## src/rtl/wkg_params.svh

```systemverilog
// constants for the wake enable gating block
// assumes 32-bit axi4-lite register bus, byte addressing
`ifndef WKG_PARAMS_SVH
`define WKG_PARAMS_SVH
// printed offsets 0c/0d are not multiples of four: they are indices
`define WKG_IDX_EN3 4'hc
`define WKG_IDX_EN4 4'hd
`define WKG_IDX_STS3 4'h4
`define WKG_IDX_STS4 4'h5
`define WKG_IDX_MASTER 4'h6
`define WKG_IDX_W 4
`define WKG_EN_RESET 8'h00
`define WKG_GRP_BIT 3
`define WKG_RESP_OKAY 2'b00
`define WKG_RESP_SLVERR 2'b10
`endif

```

## src/rtl/wkg_pkg.sv

```systemverilog
// types for the wake enable gating block
// assumes wkg_params.svh is on the include path
package wkg_pkg;
  typedef enum logic [0:0] {WKG_W_IDLE, WKG_W_RESP} wkg_wstate_t;
  typedef enum logic [0:0] {WKG_R_IDLE, WKG_R_RESP} wkg_rstate_t;
endpackage : wkg_pkg

```

## src/rtl/wkg_gate.sv

```systemverilog
// wake output combiner
// assumes enable and status words are registered by the caller
module wkg_gate
  import wkg_pkg::*;
(
  input wire logic [7:0] en3,
  input wire logic [7:0] en4,
  input wire logic [7:0] sts3,
  input wire logic [7:0] sts4,
  input wire logic master_en,
  output logic wake_n
);
  // --------------------------------
  // and per source, or, master gate
  // --------------------------------
  always_comb
  begin
    wake_n = ~(master_en & (|((en3 & sts3) | (en4 & sts4))));
  end
endmodule : wkg_gate

```

## src/rtl/wkg_top.sv

```systemverilog
// wake enable gating with axi4-lite registers
// assumes sources give one-cycle or level events synchronous to mclk
//
// Local design decision: the AXI4-Lite slave port.
`include "wkg_params.svh"

// Contract
// - wake asserted only when source enable, status and master enable all set
// - disabled source still records status but never asserts wake
// - enables survive other resets; cleared to zero only by standby power-on reset
// - enable three maps pins 20-22, grouped irq, pins 24-27
// - enable three bit three gates the grouped interrupt source
// - enable four maps pins 30-33, 41, 43, 60, 61
// - both enables eight bits, read-write, one bit per source
// - status set on any wake event regardless of enables
module wkg_top
  import wkg_pkg::*;
(
  input wire logic mclk,
  input wire logic sys_rst,
  input wire logic standby_supply_power_on_reset,
  input wire logic gpin_20,
  input wire logic gpin_21,
  input wire logic gpin_22,
  input wire logic grouped_irq,
  input wire logic gpin_24,
  input wire logic gpin_25,
  input wire logic gpin_26,
  input wire logic gpin_27,
  input wire logic gpin_30,
  input wire logic gpin_31,
  input wire logic gpin_32,
  input wire logic gpin_33,
  input wire logic gpin_41,
  input wire logic gpin_43,
  input wire logic gpin_60,
  input wire logic gpin_61,
  input wire logic [31:0] s_axi_awaddr,
  input wire logic s_axi_awvalid,
  output logic s_axi_awready,
  input wire logic [31:0] s_axi_wdata,
  input wire logic [3:0] s_axi_wstrb,
  input wire logic s_axi_wvalid,
  output logic s_axi_wready,
  output logic [1:0] s_axi_bresp,
  output logic s_axi_bvalid,
  input wire logic s_axi_bready,
  input wire logic [31:0] s_axi_araddr,
  input wire logic s_axi_arvalid,
  output logic s_axi_arready,
  output logic [31:0] s_axi_rdata,
  output logic [1:0] s_axi_rresp,
  output logic s_axi_rvalid,
  input wire logic s_axi_rready,
  output logic wake_request_out_n
);
  // --------------------------------
  // state
  // --------------------------------
  typedef struct packed {
    logic [7:0] en3;
    logic [7:0] en4;
    logic [7:0] sts3;
    logic [7:0] sts4;
    logic wake_master_enable;
    wkg_wstate_t wst;
    logic aw_got;
    logic w_got;
    logic [`WKG_IDX_W-1:0] widx;
    logic [31:0] wdata;
    logic wstrb0;
    logic [1:0] bresp;
    wkg_rstate_t rst_s;
    logic [31:0] rdata;
    logic [1:0] rresp;
  } wkg_state_t;

  wkg_state_t st_reg;
  wkg_state_t st_next;
  logic [7:0] ev3;
  logic [7:0] ev4;
  logic wake_n;

  // word index from byte address; low two bits ignored
  function automatic logic [`WKG_IDX_W-1:0] wkg_idx(input logic [31:0] a);
    wkg_idx = a[`WKG_IDX_W+1:2];
  endfunction : wkg_idx

  function automatic logic wkg_hit(input logic [31:0] a);
    logic [`WKG_IDX_W-1:0] i;
    i = wkg_idx(a);
    wkg_hit = (a[31:`WKG_IDX_W+2] == '0) &&
      (i == `WKG_IDX_EN3 || i == `WKG_IDX_EN4 || i == `WKG_IDX_STS3 ||
       i == `WKG_IDX_STS4 || i == `WKG_IDX_MASTER);
  endfunction : wkg_hit

  // --------------------------------
  // source bit maps
  // --------------------------------
  always_comb
  begin
    ev3 = {gpin_27, gpin_26, gpin_25, gpin_24, grouped_irq,
           gpin_22, gpin_21, gpin_20};
    ev4 = {gpin_61, gpin_60, gpin_43, gpin_41, gpin_33,
           gpin_32, gpin_31, gpin_30};
  end

  // --------------------------------
  // next state
  // --------------------------------
  always_comb
  begin
    st_next = st_reg;
    // write-one-to-clear, but a new event in the same cycle wins
    // an address answered with slverr must not touch any register
    if (st_reg.wst == WKG_W_IDLE && st_reg.aw_got && st_reg.w_got && st_reg.wstrb0 &&
        st_reg.bresp == `WKG_RESP_OKAY)
    begin
      if (st_reg.widx == `WKG_IDX_STS3)
        st_next.sts3 = st_reg.sts3 & ~st_reg.wdata[7:0];
      if (st_reg.widx == `WKG_IDX_STS4)
        st_next.sts4 = st_reg.sts4 & ~st_reg.wdata[7:0];
    end
    st_next.sts3 = st_next.sts3 | ev3;
    st_next.sts4 = st_next.sts4 | ev4;
    case (st_reg.wst)
      WKG_W_IDLE:
      begin
        if (s_axi_awvalid && !st_reg.aw_got)
        begin
          st_next.aw_got = 1'b1;
          st_next.widx = wkg_idx(s_axi_awaddr);
          st_next.bresp = wkg_hit(s_axi_awaddr) ? `WKG_RESP_OKAY : `WKG_RESP_SLVERR;
        end
        if (s_axi_wvalid && !st_reg.w_got)
        begin
          st_next.w_got = 1'b1;
          st_next.wdata = s_axi_wdata;
          st_next.wstrb0 = s_axi_wstrb[0];
        end
        if (st_reg.aw_got && st_reg.w_got)
        begin
          if (st_reg.wstrb0 && st_reg.bresp == `WKG_RESP_OKAY)
          begin
            case (st_reg.widx)
              `WKG_IDX_EN3: st_next.en3 = st_reg.wdata[7:0];
              `WKG_IDX_EN4: st_next.en4 = st_reg.wdata[7:0];
              `WKG_IDX_MASTER: st_next.wake_master_enable = st_reg.wdata[0];
              default: ;
            endcase
          end
          st_next.wst = WKG_W_RESP;
        end
      end
      WKG_W_RESP:
      begin
        if (s_axi_bready)
        begin
          st_next.wst = WKG_W_IDLE;
          st_next.aw_got = 1'b0;
          st_next.w_got = 1'b0;
        end
      end
      default: st_next.wst = WKG_W_IDLE;
    endcase
    case (st_reg.rst_s)
      WKG_R_IDLE:
      begin
        if (s_axi_arvalid)
        begin
          st_next.rst_s = WKG_R_RESP;
          st_next.rresp = wkg_hit(s_axi_araddr) ? `WKG_RESP_OKAY : `WKG_RESP_SLVERR;
          case (wkg_idx(s_axi_araddr))
            `WKG_IDX_EN3: st_next.rdata = {24'h000000, st_reg.en3};
            `WKG_IDX_EN4: st_next.rdata = {24'h000000, st_reg.en4};
            `WKG_IDX_STS3: st_next.rdata = {24'h000000, st_reg.sts3};
            `WKG_IDX_STS4: st_next.rdata = {24'h000000, st_reg.sts4};
            `WKG_IDX_MASTER: st_next.rdata = {31'h00000000, st_reg.wake_master_enable};
            default: st_next.rdata = 32'h00000000;
          endcase
          if (!wkg_hit(s_axi_araddr))
            st_next.rdata = 32'h00000000;
        end
      end
      WKG_R_RESP:
      begin
        if (s_axi_rready)
          st_next.rst_s = WKG_R_IDLE;
      end
      default: st_next.rst_s = WKG_R_IDLE;
    endcase
  end

  // --------------------------------
  // registers
  // --------------------------------
  // sys_rst leaves enables, status and master alone; only standby por clears them
  always_ff @(posedge mclk)
  begin
    if (standby_supply_power_on_reset)
    begin
      st_reg <= '0;
      st_reg.en3 <= `WKG_EN_RESET;
      st_reg.en4 <= `WKG_EN_RESET;
    end
    else if (sys_rst)
    begin
      st_reg <= st_next;
      st_reg.wst <= WKG_W_IDLE;
      st_reg.aw_got <= 1'b0;
      st_reg.w_got <= 1'b0;
      st_reg.rst_s <= WKG_R_IDLE;
      st_reg.en3 <= st_reg.en3;
      st_reg.en4 <= st_reg.en4;
    end
    else
      st_reg <= st_next;
  end

  // --------------------------------
  // outputs
  // --------------------------------
  wkg_gate u_gate (
    .en3(st_reg.en3),
    .en4(st_reg.en4),
    .sts3(st_reg.sts3),
    .sts4(st_reg.sts4),
    .master_en(st_reg.wake_master_enable),
    .wake_n(wake_n)
  );

  always_comb
  begin
    wake_request_out_n = wake_n;
    s_axi_awready = (st_reg.wst == WKG_W_IDLE) && !st_reg.aw_got;
    s_axi_wready = (st_reg.wst == WKG_W_IDLE) && !st_reg.w_got;
    s_axi_bvalid = (st_reg.wst == WKG_W_RESP);
    s_axi_bresp = st_reg.bresp;
    s_axi_arready = (st_reg.rst_s == WKG_R_IDLE);
    s_axi_rvalid = (st_reg.rst_s == WKG_R_RESP);
    s_axi_rdata = st_reg.rdata;
    s_axi_rresp = st_reg.rresp;
  end
endmodule : wkg_top

```

## config.mk

```make
export PLATFORM = sky130hd
export DESIGN_NAME = wkg_top
export DESIGN_NICKNAME = d
export VERILOG_FILES = /design/src/rtl/wkg_pkg.sv /design/src/rtl/wkg_gate.sv /design/src/rtl/wkg_top.sv
export VERILOG_INCLUDE_DIRS = /design/src /design/src/rtl
export SDC_FILE = /design/constraint.sdc
export NUM_CORES = 1
export LEC_CHECK = 0
export ABC_AREA = 1
export BUFFER_PORTS_ARGS = -buffer_cell sky130_fd_sc_hd__buf_2
export CORE_MARGIN = 5
export CORE_UTILIZATION = 45
export DETAILED_ROUTE_END_ITERATION = 7
export GPL_TIMING_DRIVEN = 0
export PLACE_DENSITY = 0.8
export SLEW_MARGIN = 15
export SYNTH_ARGS = -nofsm -noshare
export SYNTH_HDL_FRONTEND = slang
export SYNTH_HIERARCHICAL = 1
export SYNTH_SLANG_ARGS = --single-unit
```

## constraint.sdc

```tcl
create_clock -name mclk -period 1.61 [get_ports mclk]
set_input_delay 0.161 -clock mclk [delete_from_list [all_inputs] [get_ports mclk]]
set_output_delay 0.161 -clock mclk [all_outputs]
set_load 0.03 [all_outputs]
```

# [Yosys cells after proc, flatten, opt, wreduce, memory -nomap -nowiden]
# Cells that the tools add are included.
[totals] ff_bits=110 in_bits=124 output_inout_bits=42 word_cells=100
[op_classes] eq_ne=18 muxes=23 bitwise_logic=13 n_reduce_logical=31
[ops] op="26-bit zero test" count=2
[ops] op="8-bit one-hot mux with 5 select lines" count=1
[ops] op="39-bit 2-to-1 mux" count=1
[ops] op="4-bit by 3-bit equality test with 1-bit output, second input constant" count=9
[ops] op="35-bit 2-to-1 mux" count=1
[ops] op="34-bit 2-to-1 mux" count=1
[ops] op="33-bit 2-to-1 mux" count=1
[ops] op="8-bit AND" count=4
[ops] op="4-bit equality test, second input constant" count=6
[ops] op="8-bit 2-to-1 mux" count=3
[ops] op="8-bit OR" count=3
[ops] op="16-bit 2-to-1 mux" count=1
[ops] op="1-bit logical AND" count=12
[ops] op="5-bit AND reduction" count=2
[ops] op="1-bit logical OR" count=8
[ops] op="2-bit 2-to-1 mux" count=4
[ops] op="8-bit NOT" count=1
[ops] op="8-bit OR reduction" count=1
[ops] op="1-bit 2-to-1 mux" count=6
[ops] op="3-bit one-hot mux with 2 select lines" count=1
[ops] op="4-bit 2-to-1 mux" count=1
[ops] op="2-bit by 1-bit inequality test with 1-bit output, second input constant" count=2
[ops] op="1-bit NOT" count=4
[ops] op="2-bit AND reduction" count=2
[ops] op="7 further kinds" count=8

# [Depth between registers and ports, before layout]
# Gate-level depths: netlist (run 1).
[logic_depth] ltp_word=9 depth_mapped=9 mapped_depth_nobuf=9

# [Hierarchy]
# Netlist (run 1), hierarchy kept.
[by_module_without_submodules] module="wkg_top" instances=1 cells_each=434 area_per_inst_um2=3009.1 seq_area_each_um2=1201.2
[by_module_without_submodules] module="wkg_gate" instances=1 cells_each=31 area_per_inst_um2=117.6 seq_area_each_um2=0.0

# [Worst setup path before layout (run 1)]
# OpenSTA, ideal clock, no wires.
[synth_timing] path_type="reg2reg" start="register st_reg, in the netlist s_axi_bvalid" end="register st_reg, in the netlist s_axi_bresp[1]" setup_time_ns=0.117 arrival_ns=1.531 required_time_ns=1.493 slack_ns=-0.038 stages_incl_launch_ff=7 n_path_buf=0 period_less_slack_ns=1.648 cell_sequence="dfxtp_1 nor2_1 nand2_1 inv_1 nand3_1 nor2_1 nor2_1"
[synth_between] elab_chain_cells=1
[synth_rtl] element="from (decl)" line="wkg_top.sv:78" text="wkg_state_t st_reg;"
[synth_rtl] element="from (signal assigned)" line="wkg_top.sv:208" text="st_reg <= st_next;"
[synth_rtl] element="from (signal assigned)" line="wkg_top.sv:217" text="st_reg <= st_next;"
[synth_rtl] element="39-bit 2-to-1 mux" line="wkg_top.sv:126" text="case (st_reg.wst)"
# Every way passes these cells.
# A chain may end at the register's enable or synchronous reset.

# [Worst setup path after layout (run 1)]
[layout_timing] start="register st_reg[101] (netlist name)" end="output wake_request_out_n"
[layout_between] elab_chain_cells=5
[layout_rtl] element="8-bit AND" line="wkg_gate.sv:18" text="wake_n = ~(master_en & (|((en3 & sts3) | (en4 & sts4))));"
[layout_rtl] element="8-bit OR" line="wkg_gate.sv:18"
[layout_rtl] element="8-bit OR reduction" line="wkg_gate.sv:18"
[layout_rtl] element="1-bit AND" line="wkg_gate.sv:18"
[layout_rtl] element="1-bit NOT" line="wkg_gate.sv:18"
[layout_rtl] element="to (decl)" line="wkg_top.sv:55" text="output logic wake_request_out_n"
# Every way passes these cells.

==> flow_metrics.env, run 1 <==
export IMPL_clk_pin_slew_worst_paths_ns=0.07
export IMPL_powerDensity_mw_per_mm2=896.5
export IMPL_grt_start_max_net_pins=11
export IMPL_synth_top_area_share_pct=38.42
export IMPL_syn_inst=465
export IMPL_finalMaxSlewViolations=0
export IMPL_finalCritPeriodShare_pct=93.79
export IMPL_maxSlewHeadroom_pct=61.52
export IMPL_dp_cells=693
export IMPL_port_buffer_count=107
export IMPL_synthXorXnorAreaFrac_pct=0
export IMPL_synth_most_common_cell="nand2_1"
export IMPL_ios=166
export IMPL_cp_startpoint="st_reg[101]"
export IMPL_cts_inserted_buffers=9
export IMPL_largest_reg_flops=48
export IMPL_synth_edff_count=0
export IMPL_finClkSkew_ns=0.007468
export IMPL_tightest_slew_ns=0.5772
export IMPL_finalHoldViolCount=0
export IMPL_grt_pass1_vias=3231
export IMPL_crit_slowest_cell="dfxtp_1"
export IMPL_yosys_area_share_adder_pct=0
export IMPL_vias_per_cell=4.747
export IMPL_synth_compound_area_share_pct=12.08
export IMPL_path_class="reg2out"
export IMPL_setup_viol=0
export IMPL_gp_congestion=0.9605
export IMPL_die_w_microns=93.36
export IMPL_drtAntennaViolNets=0
export IMPL_crit_reg2reg_launch="st_reg[71]"
export IMPL_drcViolationCount=0
export IMPL_area_delta_synth_final_pct=32.21
export IMPL_path_max_fanout=3
export IMPL_synth_simple_gate_area_share_pct=34.81
export IMPL_postCtsHoldBufs=0
export IMPL_synth_seq_cells=60
export IMPL_clock_fmax_mhz=662.2
export IMPL_post_cts_buffers=0
export IMPL_seq_area_frac_synth_pct=38.42
export IMPL_wl_per_cell_microns=12.69
export IMPL_min_delay_start="gpin_27"
export IMPL_fp_dieH_microns=93.36
export IMPL_ir_worst_vdd_mv=0.4309
export IMPL_yosys_top_cells_area="dfxtp_1 (38%), nand2_1 (13%), nor2_1 (9.4%)"
export IMPL_drive_gt1_share_pct=28.43
export IMPL_firstDrtPassIters=4
export IMPL_yosys_area_top_type="dfxtp_1"
export IMPL_muxShareOfSynthArea_pct=0
export IMPL_insertedDiodeCount=0
export IMPL_dpl_instance_area_sq_mm=0.003879
export IMPL_cellLeakagePower_nw=1.986
export IMPL_fin_util_pct=60.85
export IMPL_core_sq_mm=0.006794
export IMPL_outcome="finished, final reports clean"
export IMPL_power_mw=3.706
export IMPL_arrival_ns=1.35
export IMPL_dp_hpwl_microns=7010
export IMPL_antenna_found_initial=0
export IMPL_cts_sinks=60
export IMPL_drt_iter0_markers=170
export IMPL_synth_top_family_by_area="simple AND/OR/NAND/NOR gates"
export IMPL_die_area_sq_mm=0.008715
export IMPL_async_flop_share_pct=0
export IMPL_grt_usage_pct=21.42
export IMPL_hp_class="in2reg"
export IMPL_clock_path_buffers=2
export IMPL_yosys_warnings=6
export IMPL_path_cells="nand2_1 -> nand2_1 -> nor2_1 -> nand2_1 -> o21ai_1 -> buf_4"
export IMPL_synth_commonest_cells="nand2_1 (106), nor2_1 (78), dfxtp_1 (60), a21oi_1 (39), buf_4 (36)"
export IMPL_maxCapViolCount=0
export IMPL_gr_total_overflow=0
export IMPL_final_cells=708
export IMPL_cts_tree="yes"
export IMPL_stdcell_area_sq_mm=0.004134
export IMPL_start_util_pct=46.02
export IMPL_num_rows=30
export IMPL_ys_flop_type="dfxtp_1"
export IMPL_clk_latency_ns=0.35
export IMPL_cts_repair_resized=1
export IMPL_nets=732
export IMPL_cp_start_kind="flop"
export IMPL_synth_cell_types=28
export IMPL_max_stage_delay_ns=0.34
export IMPL_drt_wl_total_microns=8983
export IMPL_period_needed_ns=1.510
export IMPL_critPathRequiredTime_ns=1.45
export IMPL_path_common_cell="nand2_1"
export IMPL_h_tree_depth=3
export IMPL_via_count=3361
export IMPL_worst_setup_path_end_kind="output port"
export IMPL_hold_ws_ns=0.04412
export IMPL_grt_pass1_wl_microns=14720
export IMPL_syn_cell_area_sq_mm=0.003127
export IMPL_syn_avg_cell_area_sq_um=6.724
export IMPL_rsz0062_at_grt="false"
export IMPL_cts_root_buf="clkbuf_8"
-- report_power, final --
group	switching, mW	internal [mW]	total [mW]
Sequential	0.0680	1.55	1.62
Clock	0.595	0.992	1.59
Combinational	0.302	0.201	0.502
Total	0.965	2.74	3.71
-- cell families (layout without fill, tap and decap cells) --
logic type,Yosys count,count (layout)
and+or+nand+nor,247,247
buffers and inverters,82,204
AOI/OAI and AO/OA,75,75
DFF,60,60
other,1,26
-- metrics by stage --
| step | setup WS [ns] | setup TNS [ns] |
|---|---|---|
| after floorplan | 0.02831 | 0 |
| after global placement | -0.006999 | -0.01075 |
| after detailed placement | -0.02498 | -0.06388 |
| after CTS | 0.0006383 | 0 |
| after global routing | 0.009487 | 0 |
| final | 0.09995 | 0 |
-- cells in the final DEF (no fill, tap or decap), types with 2 or more instances in the layout --
cell         n
buf_2      109
nand2_1    106
nor2_1      76
dfxtp_1     60
a21oi_1     39
buf_4       37
o21ai_0     34
inv_1       33
nand3_1     30
conb_1      26
nand4_1     16
clkbuf_8    12
clkbuf_1     7
nor2_4       4
nor3_1       4
nor3_4       2
nand3b_1     2
bufinv_16    2
-- metal layers --
layer	track usage (%)	wire [microns]
met4	9.158	155
met1	25.78	3721
met3	6.275	761
met2	35.44	4344
met5	0	0
-- area by class of cell --
class                   count  area [sq um]
flip-flops and latches     60          1201
inverters                  35         132.6
clock buffers              12         165.2
fillers                   673          2660
plain buffers              47         322.8
clock inverters             3         68.82
repair buffers            107         538.0
multi-input cells         348          1585
well taps                  96         120.1
-- final timing paths --
check,end,slack (ns),cells after the start
worst max-delay path,wake_request_out_n,0.1,6
worst max register to register,st_reg[82],0.15,6
worst min register to register,s_axi_rdata[5],0.47,2
worst min-delay path,st_reg[93],0.04,3
-- worst max-delay path, delay by kind of cell (launching register included) --
kind	cells	cell delay, ns
flip-flops	1	0.34
buffers and inverters	1	0.19
AO/OA/AOI/OAI	1	0.17
AND/OR/NAND/NOR	4	0.33
No activity file was read; power rests on OpenSTA's default activity.
==> inputs of run 2 (changes only) <==
--- a/config.mk
+++ b/config.mk
@@ -12,7 +12,7 @@
 export CORE_UTILIZATION = 45
 export DETAILED_ROUTE_END_ITERATION = 7
 export GPL_TIMING_DRIVEN = 0
-export PLACE_DENSITY = 0.8
+export PLACE_DENSITY = 0.78
 export SLEW_MARGIN = 15
 export SYNTH_ARGS = -nofsm -noshare
 export SYNTH_HDL_FRONTEND = slang
==> flow_metrics.env, run 2 (synthesis results as in run 1) <==
export IMPL_path_max_fanout=3
export IMPL_outcome="finished, final reports clean"
export IMPL_drt_iter0_markers=169
export IMPL_clock_path_buffers=2
export IMPL_path_class="reg2out"
export IMPL_grt_pass1_wl_microns=14400
export IMPL_period_needed_ns=1.489
export IMPL_setup_viol=0
export IMPL_cts_sinks=60
export IMPL_firstDrtPassIters=5
export IMPL_cellLeakagePower_nw=1.967
export IMPL_drive_gt1_share_pct=28.22
export IMPL_cp_start_kind="flop"
export IMPL_grt_pass1_vias=3266
export IMPL_hp_class="in2reg"
export IMPL_ir_worst_vdd_mv=0.4397
export IMPL_finalMaxSlewViolations=0
export IMPL_drcViolationCount=0
export IMPL_port_buffer_count=107
export IMPL_gr_total_overflow=0
export IMPL_via_count=3381
export IMPL_critPathRequiredTime_ns=1.45
export IMPL_fillers=669
export IMPL_grt_usage_pct=20.59
export IMPL_preCtsSetupSlack_ns=-0.03984
export IMPL_maxSlewHeadroom_pct=60.35
export IMPL_largest_reg_flops=48
export IMPL_rsz0062_at_grt="false"
export IMPL_vias_per_cell=4.769
export IMPL_clk_pin_slew_worst_paths_ns=0.07
export IMPL_tightest_slew_ns=0.5947
export IMPL_dp_hpwl_microns=6754
export IMPL_layout_common_cells="buf_2 (109), nand2_1 (106), nor2_1 (76)"
export IMPL_clock_fmax_mhz=671.5
export IMPL_fp_dieH_microns=93.36
export IMPL_start_util_pct=46.02
export IMPL_fin_ws_ns=0.1208
export IMPL_area_delta_synth_final_pct=30.77
export IMPL_finalHoldViolCount=0
export IMPL_wl_per_cell_microns=12.23
export IMPL_clk_latency_ns=0.34
export IMPL_arrival_ns=1.33
export IMPL_fin_tns_setup_ns=0
export IMPL_finClkSkew_ns=0.009475
export IMPL_powerDensity_mw_per_mm2=846.9
export IMPL_maxCapViolCount=0
export IMPL_drt_wl_total_microns=8672
export IMPL_seq_area_sq_mm=0.001201
export IMPL_num_rows=30
export IMPL_insertedDiodeCount=0
export IMPL_cts_root_buf="clkbuf_8"
export IMPL_die_area_sq_mm=0.008715
export IMPL_fin_util_pct=60.18
export IMPL_cts_inserted_buffers=9
export IMPL_h_tree_depth=3
export IMPL_finalCritPeriodShare_pct=92.50
export IMPL_multiInputGateArea_sq_mm=0.001580
export IMPL_post_cts_buffers=0
export IMPL_gp_congestion=0.8945
export IMPL_postCtsHoldBufs=0
export IMPL_core_sq_mm=0.006794
export IMPL_drtAntennaViolNets=0
export IMPL_antenna_found_initial=0
export IMPL_layout_commonest_cell="buf_2"
export IMPL_worst_setup_path_end_kind="output port"
export IMPL_grt_start_max_net_pins=11
export IMPL_cts_tree="yes"
export IMPL_nets=732
export IMPL_ios=166
export IMPL_die_w_microns=93.36
[run 2: changes by cell type in the layout (fill, tap and decap cells not counted), sizes merged]
cell	delta
clkinv	+2
bufinv	-1
[run 2: final timing paths]
check                  from  slack (ns)  cells past startpoint                 end
max reg2reg      st_reg[72]        0.13                      7          st_reg[92]
min reg2reg  s_axi_rdata[7]        0.47                      2      s_axi_rdata[7]
min             grouped_irq        0.04                      3          st_reg[89]
max             st_reg[101]        0.12                      6  wake_request_out_n
[run 2: metrics by stage]
stage	instance area (sq um)	cells	power, mW	hold WS (ns)
finish	4089	709	3.463	0.04463
global route	4089	709	3.613	0.04391
CTS	4075	709	3.480	0.03889
detailed placement	3879	693	2.141	0.4086
global placement	3879	693	2.130	0.4042
floorplan	3223	490	1.949	0.2950
[run 2: power by group]
group          switching (mW)  internal, mW
combinational           0.298         0.201
sequential             0.0659          1.55
clock                   0.594         0.755
[run 2: per-layer routing]
metal  track usage [%]  vias up  part of all wire [%]
met4             7.570        0                   1.4
met1             25.61     1489                    43
met2             34.37      148                    46
met5                 0        -                     0
li1                  -     1734                     -
met3             5.068       10                   9.0
[run 2: critical path, stage by stage (launching register included)]
cell and delay (ns):
dfxtp_1 0.34, nand2_1 0.08, nand2_1 0.05, nor2_1 0.10, nand2_1 0.08, o21ai_1 0.17
buf_4 0.19
[run 2: layout make-up]
class,instances,area share [%]
plain buffers,47,7.895
clock buffers,12,3.550
clock inverters,4,1.193
inverters,35,3.244
multi-input cells,348,38.65
flip-flops and latches,60,29.38
well taps,96,2.938
repair buffers,107,13.16
[run 2: what timing repair did]
item | 4_1_cts | 5_1_grt
gates cloned | 0 | 0
endpoints found under the setup margin | 8 | 10
resized for setup | 1 | 4
==> inputs of run 3 (changes only) <==
==> constraint.sdc (replaced) <==
create_clock -name mclk -period 1.5 [get_ports mclk]
set_input_delay 0.15 -clock mclk [delete_from_list [all_inputs] [get_ports mclk]]
set_output_delay 0.15 -clock mclk [all_outputs]
set_load 0.03 [all_outputs]
==> flow_metrics.env, run 3 (synthesis results as in run 1) <==
export IMPL_grt_usage_pct=20.18
export IMPL_start_util_pct=46.02
export IMPL_insertedDiodeCount=0
export IMPL_die_area_sq_mm=0.008715
export IMPL_maxSlewHeadroom_pct=62.02
export IMPL_cts_inserted_buffers=9
export IMPL_firstDrtPassIters=4
export IMPL_area_delta_synth_final_pct=32.17
export IMPL_worstReg2RegEnd="st_reg[101]"
export IMPL_antenna_found_initial=0
export IMPL_fillers=640
export IMPL_seq_area_sq_mm=0.001207
export IMPL_path_class="reg2out"
export IMPL_clock_fmax_mhz=685.1
export IMPL_multiInputGateArea_sq_mm=0.001597
export IMPL_setup_viol=0
export IMPL_clock_path_buffers=2
export IMPL_drt_iter0_markers=159
export IMPL_fp_dieH_microns=93.36
export IMPL_finalCritPeriodShare_pct=97.31
export IMPL_gr_total_overflow=0
export IMPL_cp_startpoint="st_reg[90]"
export IMPL_ir_worst_vdd_mv=0.5298
export IMPL_worst_setup_path_end_kind="output port"
export IMPL_layout_common_cells="buf_2 (108), nand2_1 (105), nor2_1 (74)"
export IMPL_powerDensity_mw_per_mm2=857.4
export IMPL_arrival_ns=1.31
export IMPL_ios=166
export IMPL_largest_reg_flops=48
export IMPL_die_w_microns=93.36
export IMPL_cts_sinks=60
export IMPL_drtAntennaViolNets=0
export IMPL_via_count=3359
export IMPL_clk_latency_ns=0.35
export IMPL_reg2reg_depth=7
export IMPL_hold_end="st_reg[89]"
export IMPL_clk_pin_slew_worst_paths_ns=0.07
export IMPL_fin_util_pct=60.83
export IMPL_cellLeakagePower_nw=1.993
export IMPL_layout_commonest_cell="buf_2"
export IMPL_min_delay_start="grouped_irq"
export IMPL_finalMaxSlewViolations=0
export IMPL_wl_per_cell_microns=12.51
export IMPL_grt_start_max_net_pins=11
export IMPL_holdPathStages=3
export IMPL_grt_pass1_wl_microns=13990
export IMPL_core_sq_mm=0.006794
export IMPL_drt_wl_total_microns=8904
export IMPL_rsz0062_at_grt="true"
export IMPL_port_buffer_count=107
export IMPL_finalHoldViolCount=0
export IMPL_crit_reg2reg_launch="s_axi_bvalid"
export IMPL_finClkSkew_ns=0.004591
export IMPL_cp_start_kind="flop"
export IMPL_tightest_slew_ns=0.5697
export IMPL_outcome="finished, final reports clean"
export IMPL_path_max_fanout=3
export IMPL_vias_per_cell=4.718
export IMPL_hp_class="in2reg"
export IMPL_cts_root_buf="clkbuf_8"
export IMPL_maxCapViolCount=0
export IMPL_grt_pass1_vias=3084
export IMPL_critPathRequiredTime_ns=1.35
export IMPL_gp_congestion=0.8929
export IMPL_nets=736
export IMPL_num_rows=30
export IMPL_period_needed_ns=1.460
export IMPL_h_tree_depth=3
export IMPL_drcViolationCount=0
export IMPL_r2r_slack_ns=0.11
export IMPL_cts_tree="yes"
export IMPL_dp_hpwl_microns=6930
export IMPL_hold_ws_ns=0.03617
export IMPL_drive_gt1_share_pct=30.52
run 3: cell count changes in the layout (fill, tap and decap cells not counted), sizes merged:
cell	change
buf	+4
bufinv	-1
clkbuf	-2
clkinv	+2
run 3: power breakdown:
part	switching [mW]	internal, mW
clock	0.639	0.624
sequential	0.0724	1.66
combinational	0.324	0.221
total	1.04	2.51
run 3: what timing repair did:
item                                    4_1_cts  5_1_grt
setup buffers                                 0        4
hold buffers                                  0        0
resized for setup                             2       16
endpoints found under the setup margin       16       28
cloned                                        0        0
pin swaps                                     0        4
run 3: final cells by class:
class | instances | share of cell area [%]
Multi-Input combinational cell | 348 | 38.63
Sequential cell | 60 | 29.22
Timing Repair Buffer | 111 | 14.14
Buffer | 47 | 7.872
Clock buffer | 10 | 3.330
Inverter | 35 | 3.209
Tap cell | 96 | 2.906
Clock inverter | 5 | 0.6963
run 3: stage by stage:
step	total power [mW]	instances	setup slack [ns]	area, sq um	setup TNS, ns
final	3.543	712	0.04031	4133	0
after detailed placement	2.301	693	-0.1466	3881	-1.323
after CTS	3.537	708	0.01693	4056	0
after global routing	3.702	712	-0.02948	4133	-0.03519
after floorplan	2.093	490	0.04376	3226	0
after global placement	2.289	693	-0.1330	3881	-0.8949
run 3: per-layer routing:
layer	vias up	track usage (%)	routed length (microns)
met3	15	5.953	849
met5	-	0	0
met2	156	33.06	4072
met4	0	6.105	163
li1	1736	-	-
met1	1452	25.54	3819
run 3: worst max-delay path: stages (launching register included):
cell	delay (ns)
dfxtp_1	0.34
nand2_1	0.08
nand2_1	0.06
nor2_1	0.10
nand2_1	0.10
o21ai_2	0.14
buf_6	0.15
run 3: worst max-delay path by stage:
stage / end / slack (ns) / depth (start not counted)
2_1_floorplan: s_axi_bresp[1] / 0.04 / 6
3_3_place_gp: st_reg[92] / -0.13 / 6
3_5_place_dp: st_reg[89] / -0.15 / 6
4_1_cts: wake_request_out_n / 0.02 / 6
5_1_grt: wake_request_out_n / -0.03 / 6
6_report: wake_request_out_n / 0.04 / 6
